$ cat src/rtl/pin_mux_pkg.sv
package pin_mux_pkg;

  // ==========================================================
  // Pin counts and field positions
  localparam int PORT_D_PINS = 6;
  localparam int PORT_E_PINS = 2;
  localparam int SEL_CAN_TX_BIT = 4;
  localparam int SEL_CAN_RX_BIT = 5;
  localparam int CAN_TX_PIN = 0;
  localparam int CAN_RX_PIN = 1;
  localparam int SER_TX_PIN = 0;
  localparam int SER_RX_PIN = 1;

  // ==========================================================
  // Values after reset
  localparam logic [5:0] PORT_D_PER_RST = 6'h00;
  localparam logic [5:0] PORT_D_PU_RST = 6'h3f;
  localparam logic [1:0] PORT_E_PER_RST = 2'h3;
  localparam logic [1:0] PORT_E_PU_RST = 2'h3;
  localparam logic [5:0] DDR_D_RST = 6'h00;
  localparam logic [1:0] DDR_E_RST = 2'h0;

  // ==========================================================
  // Per-pin function after decode
  typedef enum logic [3:0]
  {
    FN_GPIO = 4'h1,
    FN_CHIP_SEL = 4'h2,
    FN_CAN_TX = 4'h4,
    FN_CAN_RX = 4'h8
  } pin_fn_t;

endpackage

$ cat src/rtl/port_d_e_pin_function_mux.sv
`timescale 1ns/100ps
module port_d_e_pin_function_mux
  import pin_mux_pkg::*;
(
  input wire logic sys_clk,
  input wire logic rst,
  input wire logic [5:0] port_d_periph_enable,
  input wire logic [5:0] periph_select_reg,
  input wire logic [5:0] port_d_pullup_enable,
  input wire logic [5:0] port_d_dir,
  input wire logic [5:0] port_d_gpio_out,
  input wire logic [1:0] port_e_periph_enable,
  input wire logic [1:0] port_e_pullup_enable,
  input wire logic [1:0] port_e_dir,
  input wire logic [1:0] port_e_gpio_out,
  input wire logic bus_idle_drive,
  input wire logic bus_active,
  input wire logic [5:0] chip_sel_n,
  input wire logic can_second_tx,
  input wire logic serial0_tx,
  input wire logic [5:0] port_d_pad_in,
  input wire logic [1:0] port_e_pad_in,
  output logic [5:0] port_d_pad_out,
  output logic [5:0] port_d_pad_oe,
  output logic [5:0] port_d_pad_pu,
  output logic [1:0] port_e_pad_out,
  output logic [1:0] port_e_pad_oe,
  output logic [1:0] port_e_pad_pu,
  output logic [5:0] port_d_gpio_in,
  output logic [1:0] port_e_gpio_in,
  output logic can_second_rx,
  output logic serial0_rx
);

  // ==========================================================
  // Pad input synchronisers
  logic [5:0] d_meta_r;
  logic [5:0] d_sync_r;
  logic [1:0] e_meta_r;
  logic [1:0] e_sync_r;

  // Two stages; only the second stage feeds logic
  always_ff @(posedge sys_clk)
  begin
    if (rst)
    begin
      d_meta_r <= 6'h3f;
      d_sync_r <= 6'h3f;
      e_meta_r <= 2'h3;
      e_sync_r <= 2'h3;
    end
    else
    begin
      d_meta_r <= port_d_pad_in;
      d_sync_r <= d_meta_r;
      e_meta_r <= port_e_pad_in;
      e_sync_r <= e_meta_r;
    end
  end

  // ==========================================================
  // Function decode per port D pin
  pin_fn_t d_fn [PORT_D_PINS];
  logic [5:0] d_out_nxt;
  logic [5:0] d_oe_nxt;
  logic [5:0] d_pu_nxt;

  genvar gi;
  generate
    for (gi = 0; gi < PORT_D_PINS; gi++)
    begin : g_pin_d
      // Pins 0 and 1 may go to CAN; the others only to chip selects
      always_comb
      begin
        d_fn[gi] = FN_GPIO;
        if (port_d_periph_enable[gi])
        begin
          if (gi == CAN_TX_PIN && periph_select_reg[SEL_CAN_TX_BIT])
            d_fn[gi] = FN_CAN_TX;
          else if (gi == CAN_RX_PIN && periph_select_reg[SEL_CAN_RX_BIT])
            d_fn[gi] = FN_CAN_RX;
          else
            d_fn[gi] = FN_CHIP_SEL;
        end
      end

      // Only the chosen function reaches the pad
      always_comb
      begin
        d_out_nxt[gi] = 1'b1;
        d_oe_nxt[gi] = 1'b0;
        d_pu_nxt[gi] = port_d_pullup_enable[gi];
        case (d_fn[gi])
          FN_GPIO:
          begin
            d_out_nxt[gi] = port_d_gpio_out[gi];
            d_oe_nxt[gi] = port_d_dir[gi];
          end
          FN_CHIP_SEL:
          begin
            // Idle bus with drive clear floats the select
            d_out_nxt[gi] = chip_sel_n[gi];
            d_oe_nxt[gi] = bus_active | bus_idle_drive;
          end
          FN_CAN_TX:
          begin
            // Open drain: only a dominant low is driven
            d_out_nxt[gi] = 1'b0;
            d_oe_nxt[gi] = ~can_second_tx;
          end
          FN_CAN_RX:
          begin
            d_oe_nxt[gi] = 1'b0;
            d_pu_nxt[gi] = 1'b1;
          end
          default:
          begin
            d_oe_nxt[gi] = 1'b0;
          end
        endcase
      end
    end
  endgenerate

  // ==========================================================
  // Port E decode: peripheral by default, GPIO when cleared
  logic [1:0] e_out_nxt;
  logic [1:0] e_oe_nxt;

  always_comb
  begin
    e_out_nxt = port_e_gpio_out;
    e_oe_nxt = port_e_dir;
    if (port_e_periph_enable[SER_TX_PIN])
    begin
      e_out_nxt[SER_TX_PIN] = serial0_tx;
      e_oe_nxt[SER_TX_PIN] = 1'b1;
    end
    if (port_e_periph_enable[SER_RX_PIN])
    begin
      e_out_nxt[SER_RX_PIN] = 1'b1;
      e_oe_nxt[SER_RX_PIN] = 1'b0;
    end
  end

  // ==========================================================
  // Pad drive registers; reset floats all and pulls all up
  always_ff @(posedge sys_clk)
  begin
    if (rst)
    begin
      port_d_pad_out <= 6'h3f;
      port_d_pad_oe <= DDR_D_RST;
      port_d_pad_pu <= PORT_D_PU_RST;
      port_e_pad_out <= 2'h3;
      port_e_pad_oe <= DDR_E_RST;
      port_e_pad_pu <= PORT_E_PU_RST;
    end
    else
    begin
      port_d_pad_out <= d_out_nxt;
      port_d_pad_oe <= d_oe_nxt;
      port_d_pad_pu <= d_pu_nxt;
      port_e_pad_out <= e_out_nxt;
      port_e_pad_oe <= e_oe_nxt;
      port_e_pad_pu <= port_e_pullup_enable;
    end
  end

  // ==========================================================
  // Input fan-out; GPIO readback samples the pad regardless, peripherals only when routed
  always_ff @(posedge sys_clk)
  begin
    if (rst)
    begin
      port_d_gpio_in <= 6'h3f;
      port_e_gpio_in <= 2'h3;
      can_second_rx <= 1'b1;
      serial0_rx <= 1'b1;
    end
    else
    begin
      port_d_gpio_in <= d_sync_r;
      port_e_gpio_in <= e_sync_r;
      // Held recessive unless routed, so stray levels are ignored
      can_second_rx <= (d_fn[CAN_RX_PIN] == FN_CAN_RX) ?
                       d_sync_r[CAN_RX_PIN] : 1'b1;
      serial0_rx <= port_e_periph_enable[SER_RX_PIN] ?
                    e_sync_r[SER_RX_PIN] : 1'b1;
    end
  end

  // ==========================================================
  // Checks
  // Several antecedents also test the sampled reset: the edge that releases it
  // still sees the registers loading their reset values
  cs_idle_float_a: assert property (@(posedge sys_clk) disable iff (rst)
    (d_fn[2] == FN_CHIP_SEL && !bus_active && !bus_idle_drive)
    |=> !port_d_pad_oe[2])
    else $error("chip select driven on idle bus");

  cs_active_drive_a: assert property (@(posedge sys_clk)
    disable iff (rst)
    (d_fn[3] == FN_CHIP_SEL && bus_active)
    |=> port_d_pad_oe[3] && port_d_pad_out[3] == $past(chip_sel_n[3]))
    else $error("chip select not passed through");

  d0_can_sel_a: assert property (@(posedge sys_clk) disable iff (rst)
    (port_d_periph_enable[0] && periph_select_reg[4] && can_second_tx)
    |=> !port_d_pad_oe[0])
    else $error("recessive can transmit driven");

  can_rx_pull_a: assert property (@(posedge sys_clk) disable iff (rst)
    (port_d_periph_enable[1] && periph_select_reg[5])
    |=> port_d_pad_pu[1] && !port_d_pad_oe[1])
    else $error("can receive lost pull-up");

  d_pullup_a: assert property (@(posedge sys_clk) disable iff (rst)
    !rst && !port_d_periph_enable[4] |=>
    port_d_pad_pu[4] == $past(port_d_pullup_enable[4]))
    else $error("port d pull-up mismatch");

  gpio_dir_a: assert property (@(posedge sys_clk) disable iff (rst)
    !rst && !port_d_periph_enable[5] |=>
    port_d_pad_oe[5] == $past(port_d_dir[5]) &&
    port_d_pad_out[5] == $past(port_d_gpio_out[5]))
    else $error("gpio direction not honoured");

  reset_state_a: assert property (@(posedge sys_clk)
    rst |=> port_e_pad_oe == 2'h0 && port_e_pad_pu == 2'h3 &&
    port_d_pad_oe == 6'h00)
    else $error("reset pad state wrong");

  e_pullup_a: assert property (@(posedge sys_clk) disable iff (rst)
    !rst |=> port_e_pad_pu == $past(port_e_pullup_enable))
    else $error("port e pull-up mismatch");

  serial_rx_a: assert property (@(posedge sys_clk) disable iff (rst)
    port_e_periph_enable[1] |=> !port_e_pad_oe[1])
    else $error("serial receive pin driven");

  serial_tx_a: assert property (@(posedge sys_clk) disable iff (rst)
    port_e_periph_enable[0] |=>
    port_e_pad_oe[0] && port_e_pad_out[0] == $past(serial0_tx))
    else $error("serial transmit not driven");

  // Pins 2 to 5 have no CAN option, so an enable always means select
  generate
    for (gi = 2; gi < PORT_D_PINS; gi++)
    begin : g_cs_chk
      cs_route_a: assert property (@(posedge sys_clk) disable iff (rst)
        !rst && port_d_periph_enable[gi] && bus_active
        |=> port_d_pad_oe[gi] && port_d_pad_out[gi] == $past(chip_sel_n[gi]))
        else $error("upper chip select not routed");
    end
  endgenerate

  // A dominant bit must pull the pad low, never drive it high
  can_tx_dominant_a: assert property (@(posedge sys_clk)
    disable iff (rst)
    !rst && port_d_periph_enable[0] && periph_select_reg[4] && !can_second_tx
    |=> port_d_pad_oe[0] && !port_d_pad_out[0])
    else $error("dominant can transmit not driven low");

  // Routed CAN receive carries the synchronised pad level
  can_rx_route_a: assert property (@(posedge sys_clk) disable iff (rst)
    !rst && port_d_periph_enable[1] && periph_select_reg[5]
    |=> can_second_rx == $past(d_sync_r[1]))
    else $error("can receive not routed");

  // Unrouted CAN receive rests recessive whatever the pad shows
  can_rx_idle_a: assert property (@(posedge sys_clk) disable iff (rst)
    !rst && !port_d_periph_enable[1] |=> can_second_rx)
    else $error("can receive not idle");

  // Pads reach the readback three edges later: two sync stages, one output
  sync_path_a: assert property (@(posedge sys_clk) disable iff (rst)
    (!rst)[*3] |=> {port_d_gpio_in, port_e_gpio_in} ==
    $past({port_d_pad_in, port_e_pad_in}, 3))
    else $error("pad level not passed to readback");

  cs_cover_c: cover property (@(posedge sys_clk)
    d_fn[2] == FN_CHIP_SEL && bus_active);
  can_tx_c: cover property (@(posedge sys_clk) d_fn[0] == FN_CAN_TX);
  can_rx_c: cover property (@(posedge sys_clk) d_fn[1] == FN_CAN_RX);
  e_gpio_c: cover property (@(posedge sys_clk)
    !port_e_periph_enable[0] && port_e_dir[0]);
  cs_float_c: cover property (@(posedge sys_clk)
    d_fn[2] == FN_CHIP_SEL && !bus_active && !bus_idle_drive);

endmodule

$ cat config.mk
export PLATFORM = sky130hd
export DESIGN_NAME = port_d_e_pin_function_mux
export DESIGN_NICKNAME = d
export VERILOG_FILES = /design/src/rtl/pin_mux_pkg.sv /design/src/rtl/port_d_e_pin_function_mux.sv
export SDC_FILE = /design/constraint.sdc
export NUM_CORES = 1
export LEC_CHECK = 0
export ABC_AREA = 1
export BUFFER_PORTS_ARGS = -buffer_cell sky130_fd_sc_hd__buf_2
export CORE_MARGIN = 10
export CORE_UTILIZATION = 44
export CTS_CLUSTER_DIAMETER = 60
export DETAILED_ROUTE_END_ITERATION = 7
export HOLD_SLACK_MARGIN = 0.08
export PLACE_DENSITY = 0.93
export SYNTH_ARGS = -nofsm -noshare
export SYNTH_HDL_FRONTEND = slang
export SYNTH_SLANG_ARGS = --single-unit
$ cat constraint.sdc
create_clock -name sys_clk -period 1.8 [get_ports sys_clk]
set_clock_uncertainty 0.1 [all_clocks]
set_input_delay 0.36 -clock sys_clk [delete_from_list [all_inputs] [get_ports sys_clk]]
set_output_delay 0.36 -clock sys_clk [all_outputs]
set_load 0.03 [all_outputs]
==> metrics.yaml, run 1 <==
grt:
  first_global_vias: 1254
  overflow: 0
  grt_pass1_wl_mm: 5.754
  grt_antenna_before_repair: 0
  grt_use_total: 0.1188
  grt_max_degree: 42
cells_and_area:
  diodes: 0
  nNetsFinal: 304
  area_growth_pct: 44.44
  layout-drive-gt1-share: 0.4675
  final_area_um2: 2127
timing:
  finalSetupViolations: 0
  fin_tns_setup_ns: 0
  fin_crit_sh: 0.7423
  rsz0062_at_grt: "no"
  period_needed_ns: 1.336
  slew_violations: 0
  hold_viol: 0
  maxSlewHeadroom: 0.6209
  worst_pin_slew_ns: 0.5686
  fmax_ghz: 0.7484
clocking:
  h-tree-depth: 2
  cts_buffers: 5
  insertion_delay_ns: 0.34
  cts_resized: 0
  root_buffer: "clkbuf_4"
  cts_buffer_depth: 2
  cts_tree: "done"
  post_cts_buffers: 0
  clkTransAtPathRegs_ns: 0.13
  cts_sinks: 50
synth:
  syn_nets: 200
  synth-seq-cells: 50
  synthDistinctLibCells: 18
  syn-cell-area_um2: 1473
  synth-seq-area-share: 0.6797
  yosys_warnings: 0
  synth_cells: 142
  syn_area_per_cell_um2: 10.37
critical_path:
  required_ns: 1.34
  slowest_stage: "dfxtp_1"
  r2r_start: "d_sync_r[4]"
  rrSetupSlack_ns: 1.01
  crit_type: "flip-flop to output port"
  cp_slowest_stage_delay_ns: 0.34
  start_kind: "flip-flop"
  rr_worst_depth: 1
  r2r-end: "port_d_gpio_in[4]"
  end_kind: "output port"
  worst-path-max-fanout: 1
  cp.arrival_ns: 0.88
  path_cells: "buf_2"
  worst-path-buf-inv: 1
  critPathTopFamily: "flip-flops"
route:
  route.detailed.drc: 0
  drt_iter0_drc: 43
  routed_wl_mm: 3.738
  ant_nets: 0
  drt_pass1_iterations: 3
  wire_per_inst_um: 12.89
  routed_via_density: 4.300
  num_vias: 1247
worst_hold_path:
  worstHoldStart: "port_d_pullup_enable[1]"
  hold_depth: 2
  min_path_type: "input port to flip-flop"
  hold_path_end: "port_d_pad_pu[1]"
floorplanning:
  die_x_um: 77.85
  die-area_um2: 6061
  die_y_um: 77.85
  io_pins: 92
  start_util: 0.4708
  core_area_um2: 3128
  rows: 20
placed_design:
  dpl_cell_area_um2: 1939
  gp_congestion: 0.7207
  port_buffers: 87
  dp_hpwl_mm: 2.955
power_and_ir_drop:
  p_leak_nw: 1.037
  power.density_nw_per_um2: 887.2
  ir_drop_mv: 0.5889
  power_mw: 1.887
run:
  maxCapViolations: 0
status:
  status: "complete, no violations"
## cells in the mapped netlist
| cell | n | area (um2) |
|---|---|---|
| dfxtp_1 | 50 | 1001 |
| or2_2 | 20 | 125.1 |
| inv_1 | 14 | 52.55 |
| a21oi_1 | 11 | 55.05 |
| nand2_1 | 10 | 37.54 |
| o21ai_0 | 10 | 50.05 |
| or2_1 | 9 | 56.30 |
| nor2_1 | 5 | 18.77 |
| nand3_1 | 3 | 15.01 |
| clkbuf_1 | 2 | 7.510 |
| a211o_1 | 1 | 8.760 |
| buf_2 | 1 | 5.000 |
| buf_6 | 1 | 11.26 |
| inv_2 | 1 | 3.750 |
| nand4_1 | 1 | 6.260 |
| nor3_1 | 1 | 5.000 |
| nor3b_1 | 1 | 7.510 |
| or3_1 | 1 | 6.260 |
## kinds of logic (layout without fill, tap and decap cells)
family	count (synthesis)	after routing	share of synthesized area
DFF	50	50	0.6797
buffers and inverters	19	123	0.05437
and+or+nand+nor	51	51	0.1886
AOI/OAI and AO/OA	22	22	0.07732
## registers in the layout, summed over array words and instances (netlist names), 6 cells and up
| signal | count |
|---|---|
| port_d_pad_oe | 6 |
| d_meta_r | 6 |
| port_d_gpio_in | 6 |
| port_d_pad_pu | 6 |
| port_d_pad_out | 6 |
| d_sync_r | 6 |
## timing repair
action / 4_1_cts / 5_1_grt
endpoints found under the hold margin: 3 / 11
hold buffers: 3 / 11
endpoints found under the setup margin: 0 / 0
## worst max path at each step
stage,startpoint,end,slack (ns),cells past startpoint
after floorplan,rst,port_e_pad_out[1],0.77,2
final,can_second_rx,can_second_rx,0.46,1
after global routing,port_e_pad_oe[0],port_e_pad_oe[0],0.40,1
after global placement,rst,port_d_pad_oe[4],0.37,4
after detailed placement,rst,port_d_pad_oe[5],0.34,4
after CTS,port_d_gpio_in[0],port_d_gpio_in[0],0.44,1
## report_power, final
part	internal (mW)	switching, mW
clock	0.141	0.302
sequential	1.16	0.0107
combinational	0.117	0.156
total	1.42	0.468
## cells in the final DEF, fill, tap and decap left out, drive strengths merged
cell and instances:
a211o 1, a21oi 11, buf 87, clkbuf 5, clkinv 2, dfxtp 50
dlygate4sd3 14, inv 15, nand2 10, nand3 3, nand4 1, nor2 5
nor3 1, nor3b 1, o21ai 10, or2 29, or3 1
## routing by layer
| layer | vias up | GRT usage | wire, um |
|---|---|---|---|
| met3 | 4 | 0.05415 | 333 |
| li1 | 646 | - | - |
| met2 | 48 | 0.2289 | 2059 |
| met1 | 549 | 0.1026 | 1300 |
| met4 | 0 | 0.04927 | 45 |
| met5 | - | 0 | 0 |
## layout make-up
| cell class | count | area (um2) |
|---|---|---|
| clock buffer | 5 | 37.54 |
| timing repair buffer | 101 | 575.6 |
| multi-input combinational | 73 | 391.6 |
| clock inverter | 2 | 10.01 |
| fill | 258 | 1001 |
| sequential | 50 | 1001 |
| inverter | 15 | 56.30 |
| tap | 44 | 55.05 |
## through the flow
stage | hold WS (ns) | cells | worst slack [ns] | utilization
2_1_floorplan | 0.2832 | 142 | 0.7662 | -
3_3_place_gp | 0.2871 | 269 | 0.3716 | 0.6200
3_5_place_dp | 0.2923 | 269 | 0.3383 | 0.6200
4_1_cts | 0.08153 | 279 | 0.4422 | 0.6448
5_1_grt | 0.08139 | 290 | 0.3962 | 0.6800
6_report | 0.09308 | 290 | 0.4638 | 0.6800
No activity file was read; power rests on OpenSTA's default activity.
==> run 2: changes to the inputs <==
- CORE_UTILIZATION: 44 -> 37
- PLACE_DENSITY: 0.93 -> 0.85
- clock period: 1.8 -> 1.2 ns (I/O delays scaled with it)
==> run 2 against run 1 <==
Non-clock buffer count rose by 20. Sequential power rose by 50%. Global-route usage fell by 0.67 points. Wire length rose by 5.8%. Largest power group unchanged. Core utilization fell by 4.4 points. Register-to-register slack got worse by 0.58 ns. Critical path depth did not move. Count of clock-buffer cells in the layout rose by 2.
==> metrics.yaml, run 2 (synthesis gave the netlist of run 1 again) <==
floorplanning:
  io_pins: 92  # unchanged
  die-area_um2: 6904  # +14%
  start_util: 0.3934  # -0.07742
  die_y_um: 83.09  # +6.7%
  rows: 22  # +10%
  core_area_um2: 3744  # +20%
  die_x_um: 83.09  # +6.7%
power_and_ir_drop:
  power.density_nw_per_um2: 1334  # +50%
  ir_drop_mv: 0.8502  # +44%
  p_leak_nw: 1.144  # +10%
grt:
  first_global_vias: 1424  # +14%
  grt_use_total: 0.1122  # -0.006661
  grt_antenna_before_repair: 0  # unchanged
  grt_pass1_wl_mm: 6.513  # +13%
  overflow: 0  # unchanged
  grt_max_degree: 19  # -55%
placed_design:
  dpl_cell_area_um2: 1979  # +2.1%
  gp_congestion: 0.7589  # +5.3%
  dp_hpwl_mm: 2.876  # -2.7%
  port_buffers: 87  # unchanged
cells_and_area:
  layout-drive-gt1-share: 0.4419  # -0.02553
  diodes: 0  # unchanged
  final_common_cell: "buf_2"
  layout_common_cells: "87 x buf_2, 50 x dfxtp_1, 31 x dlygate4sd3_1"
  final_area_um2: 2381  # +12%
  nNetsFinal: 324  # +6.6%
  area_growth_pct: 61.68
clocking:
  insertion_delay_ns: 0.28  # -0.06 ns
  clkTransAtPathRegs_ns: 0.09  # -0.04 ns
  cts_resized: 0  # unchanged
  post_cts_buffers: 0  # unchanged
  cts_buffers: 5  # unchanged
  cts_tree: "done"
  cts_sinks: 50  # unchanged
  cts_buffer_depth: 2  # unchanged
  root_buffer: "clkbuf_8"
  h-tree-depth: 2  # unchanged
route:
  routed_via_density: 4.190  # -2.5%
  drt_pass1_iterations: 3  # unchanged
  wire_per_inst_um: 12.55  # -2.6%
  route.detailed.drc: 0  # unchanged
  ant_nets: 0  # unchanged
  drt_iter0_drc: 30  # -30%
  routed_wl_mm: 3.953  # +5.8%
  num_vias: 1320  # +5.9%
status:
  status: "complete, no violations"
worst_hold_path:
  worstHoldStart: "periph_select_reg[5]"
  min_path_type: "input port to flip-flop"
timing:
  rsz0062_at_grt: "no"
  finalSetupViolations: 0  # unchanged
  slew_violations: 0  # unchanged
  fin_tns_setup_ns: 0  # unchanged
  worst_pin_slew_ns: 0.1893  # -0.3794 ns
  fin_crit_sh: 0.9604
  fmax_ghz: 0.8677
  period_needed_ns: 1.153
  maxSlewHeadroom: 0.8725  # +0.2516
  hold_viol: 0  # unchanged
critical_path:
  cp_slowest_stage_delay_ns: 0.33  # about the same
  cp.arrival_ns: 0.81  # -0.07 ns
  worst-path-buf-inv: 1  # unchanged
  path_cells: "buf_2"
  end_kind: "output port"
  required_ns: 0.86  # -0.48 ns
  worst-path-max-fanout: 1  # unchanged
  start_kind: "flip-flop"
  startpoint: "port_d_pad_pu[1]"
  slowest_stage: "dfxtp_1"
  r2r_start: "d_sync_r[3]"
  critPathTopFamily: "flip-flops"
  crit_type: "flip-flop to output port"
run:
  maxCapViolations: 0  # unchanged
run 2: cell count changes in the layout (fill, tap and decap cells not counted):
cell and delta:
clkbuf_1 +1, clkbuf_4 -5, clkbuf_8 +6, buf_4 +2
dlygate4sd3_1 +17, clkinv_2 -1, buf_12 +1
run 2: cell type report:
cell class | instances | area, um2
clock buffer | 7 | 86.33
clock inverter | 1 | 5.005
fill | 317 | 1363
inverter | 15 | 56.30
multi-input combinational | 73 | 391.6
sequential | 50 | 1001
tap | 48 | 60.06
timing repair buffer | 121 | 780.7
run 2: repair_timing:
action / 4_1_cts / 5_1_grt
endpoints found under the hold margin: 30 / 0
setup endpoints to repair: 0 / 0
hold buffers: 31 / 0
run 2: metrics by stage:
| stage | util | power (mW) | worst slack (ns) | hold WS [ns] | cells |
|---|---|---|---|---|---|
| CTS | 0.6360 | 3.209 | 0.03473 | 0.08075 | 315 |
| floorplan | - | 2.008 | 0.2862 | 0.2158 | 142 |
| detailed placement | 0.5287 | 2.188 | 0.07607 | 0.2903 | 276 |
| finish | 0.6360 | 3.176 | 0.04747 | 0.09115 | 315 |
| global route | 0.6360 | 3.324 | 0.009188 | 0.08525 | 315 |
| global placement | 0.5287 | 2.176 | 0.1152 | 0.2886 | 276 |
run 2: power by group:
part           internal, mW  total (mW)  switching, mW
Sequential             1.74        1.76         0.0157
Combinational         0.222       0.469          0.246
Clock                 0.465       0.952          0.487
Total                  2.43        3.18          0.749
run 2: path summary, 6_finish.rpt:
path                                          end  slack (ns)  cells past startpoint
worst max-delay path             port_d_pad_pu[1]        0.05                      1
worst min register to register        d_sync_r[1]        0.31                      1
worst min-delay path                can_second_rx        0.09                      2
worst max register to register  port_d_gpio_in[3]        0.43                      1
run 2: routing by layer:
layer	GRT usage	part of all wire	vias up
met3	0.05273	0.086	4
met2	0.2102	0.51	55
met1	0.1077	0.40	572
li1	-	-	689
met5	0	0	-
met4	0.02462	0.0091	0
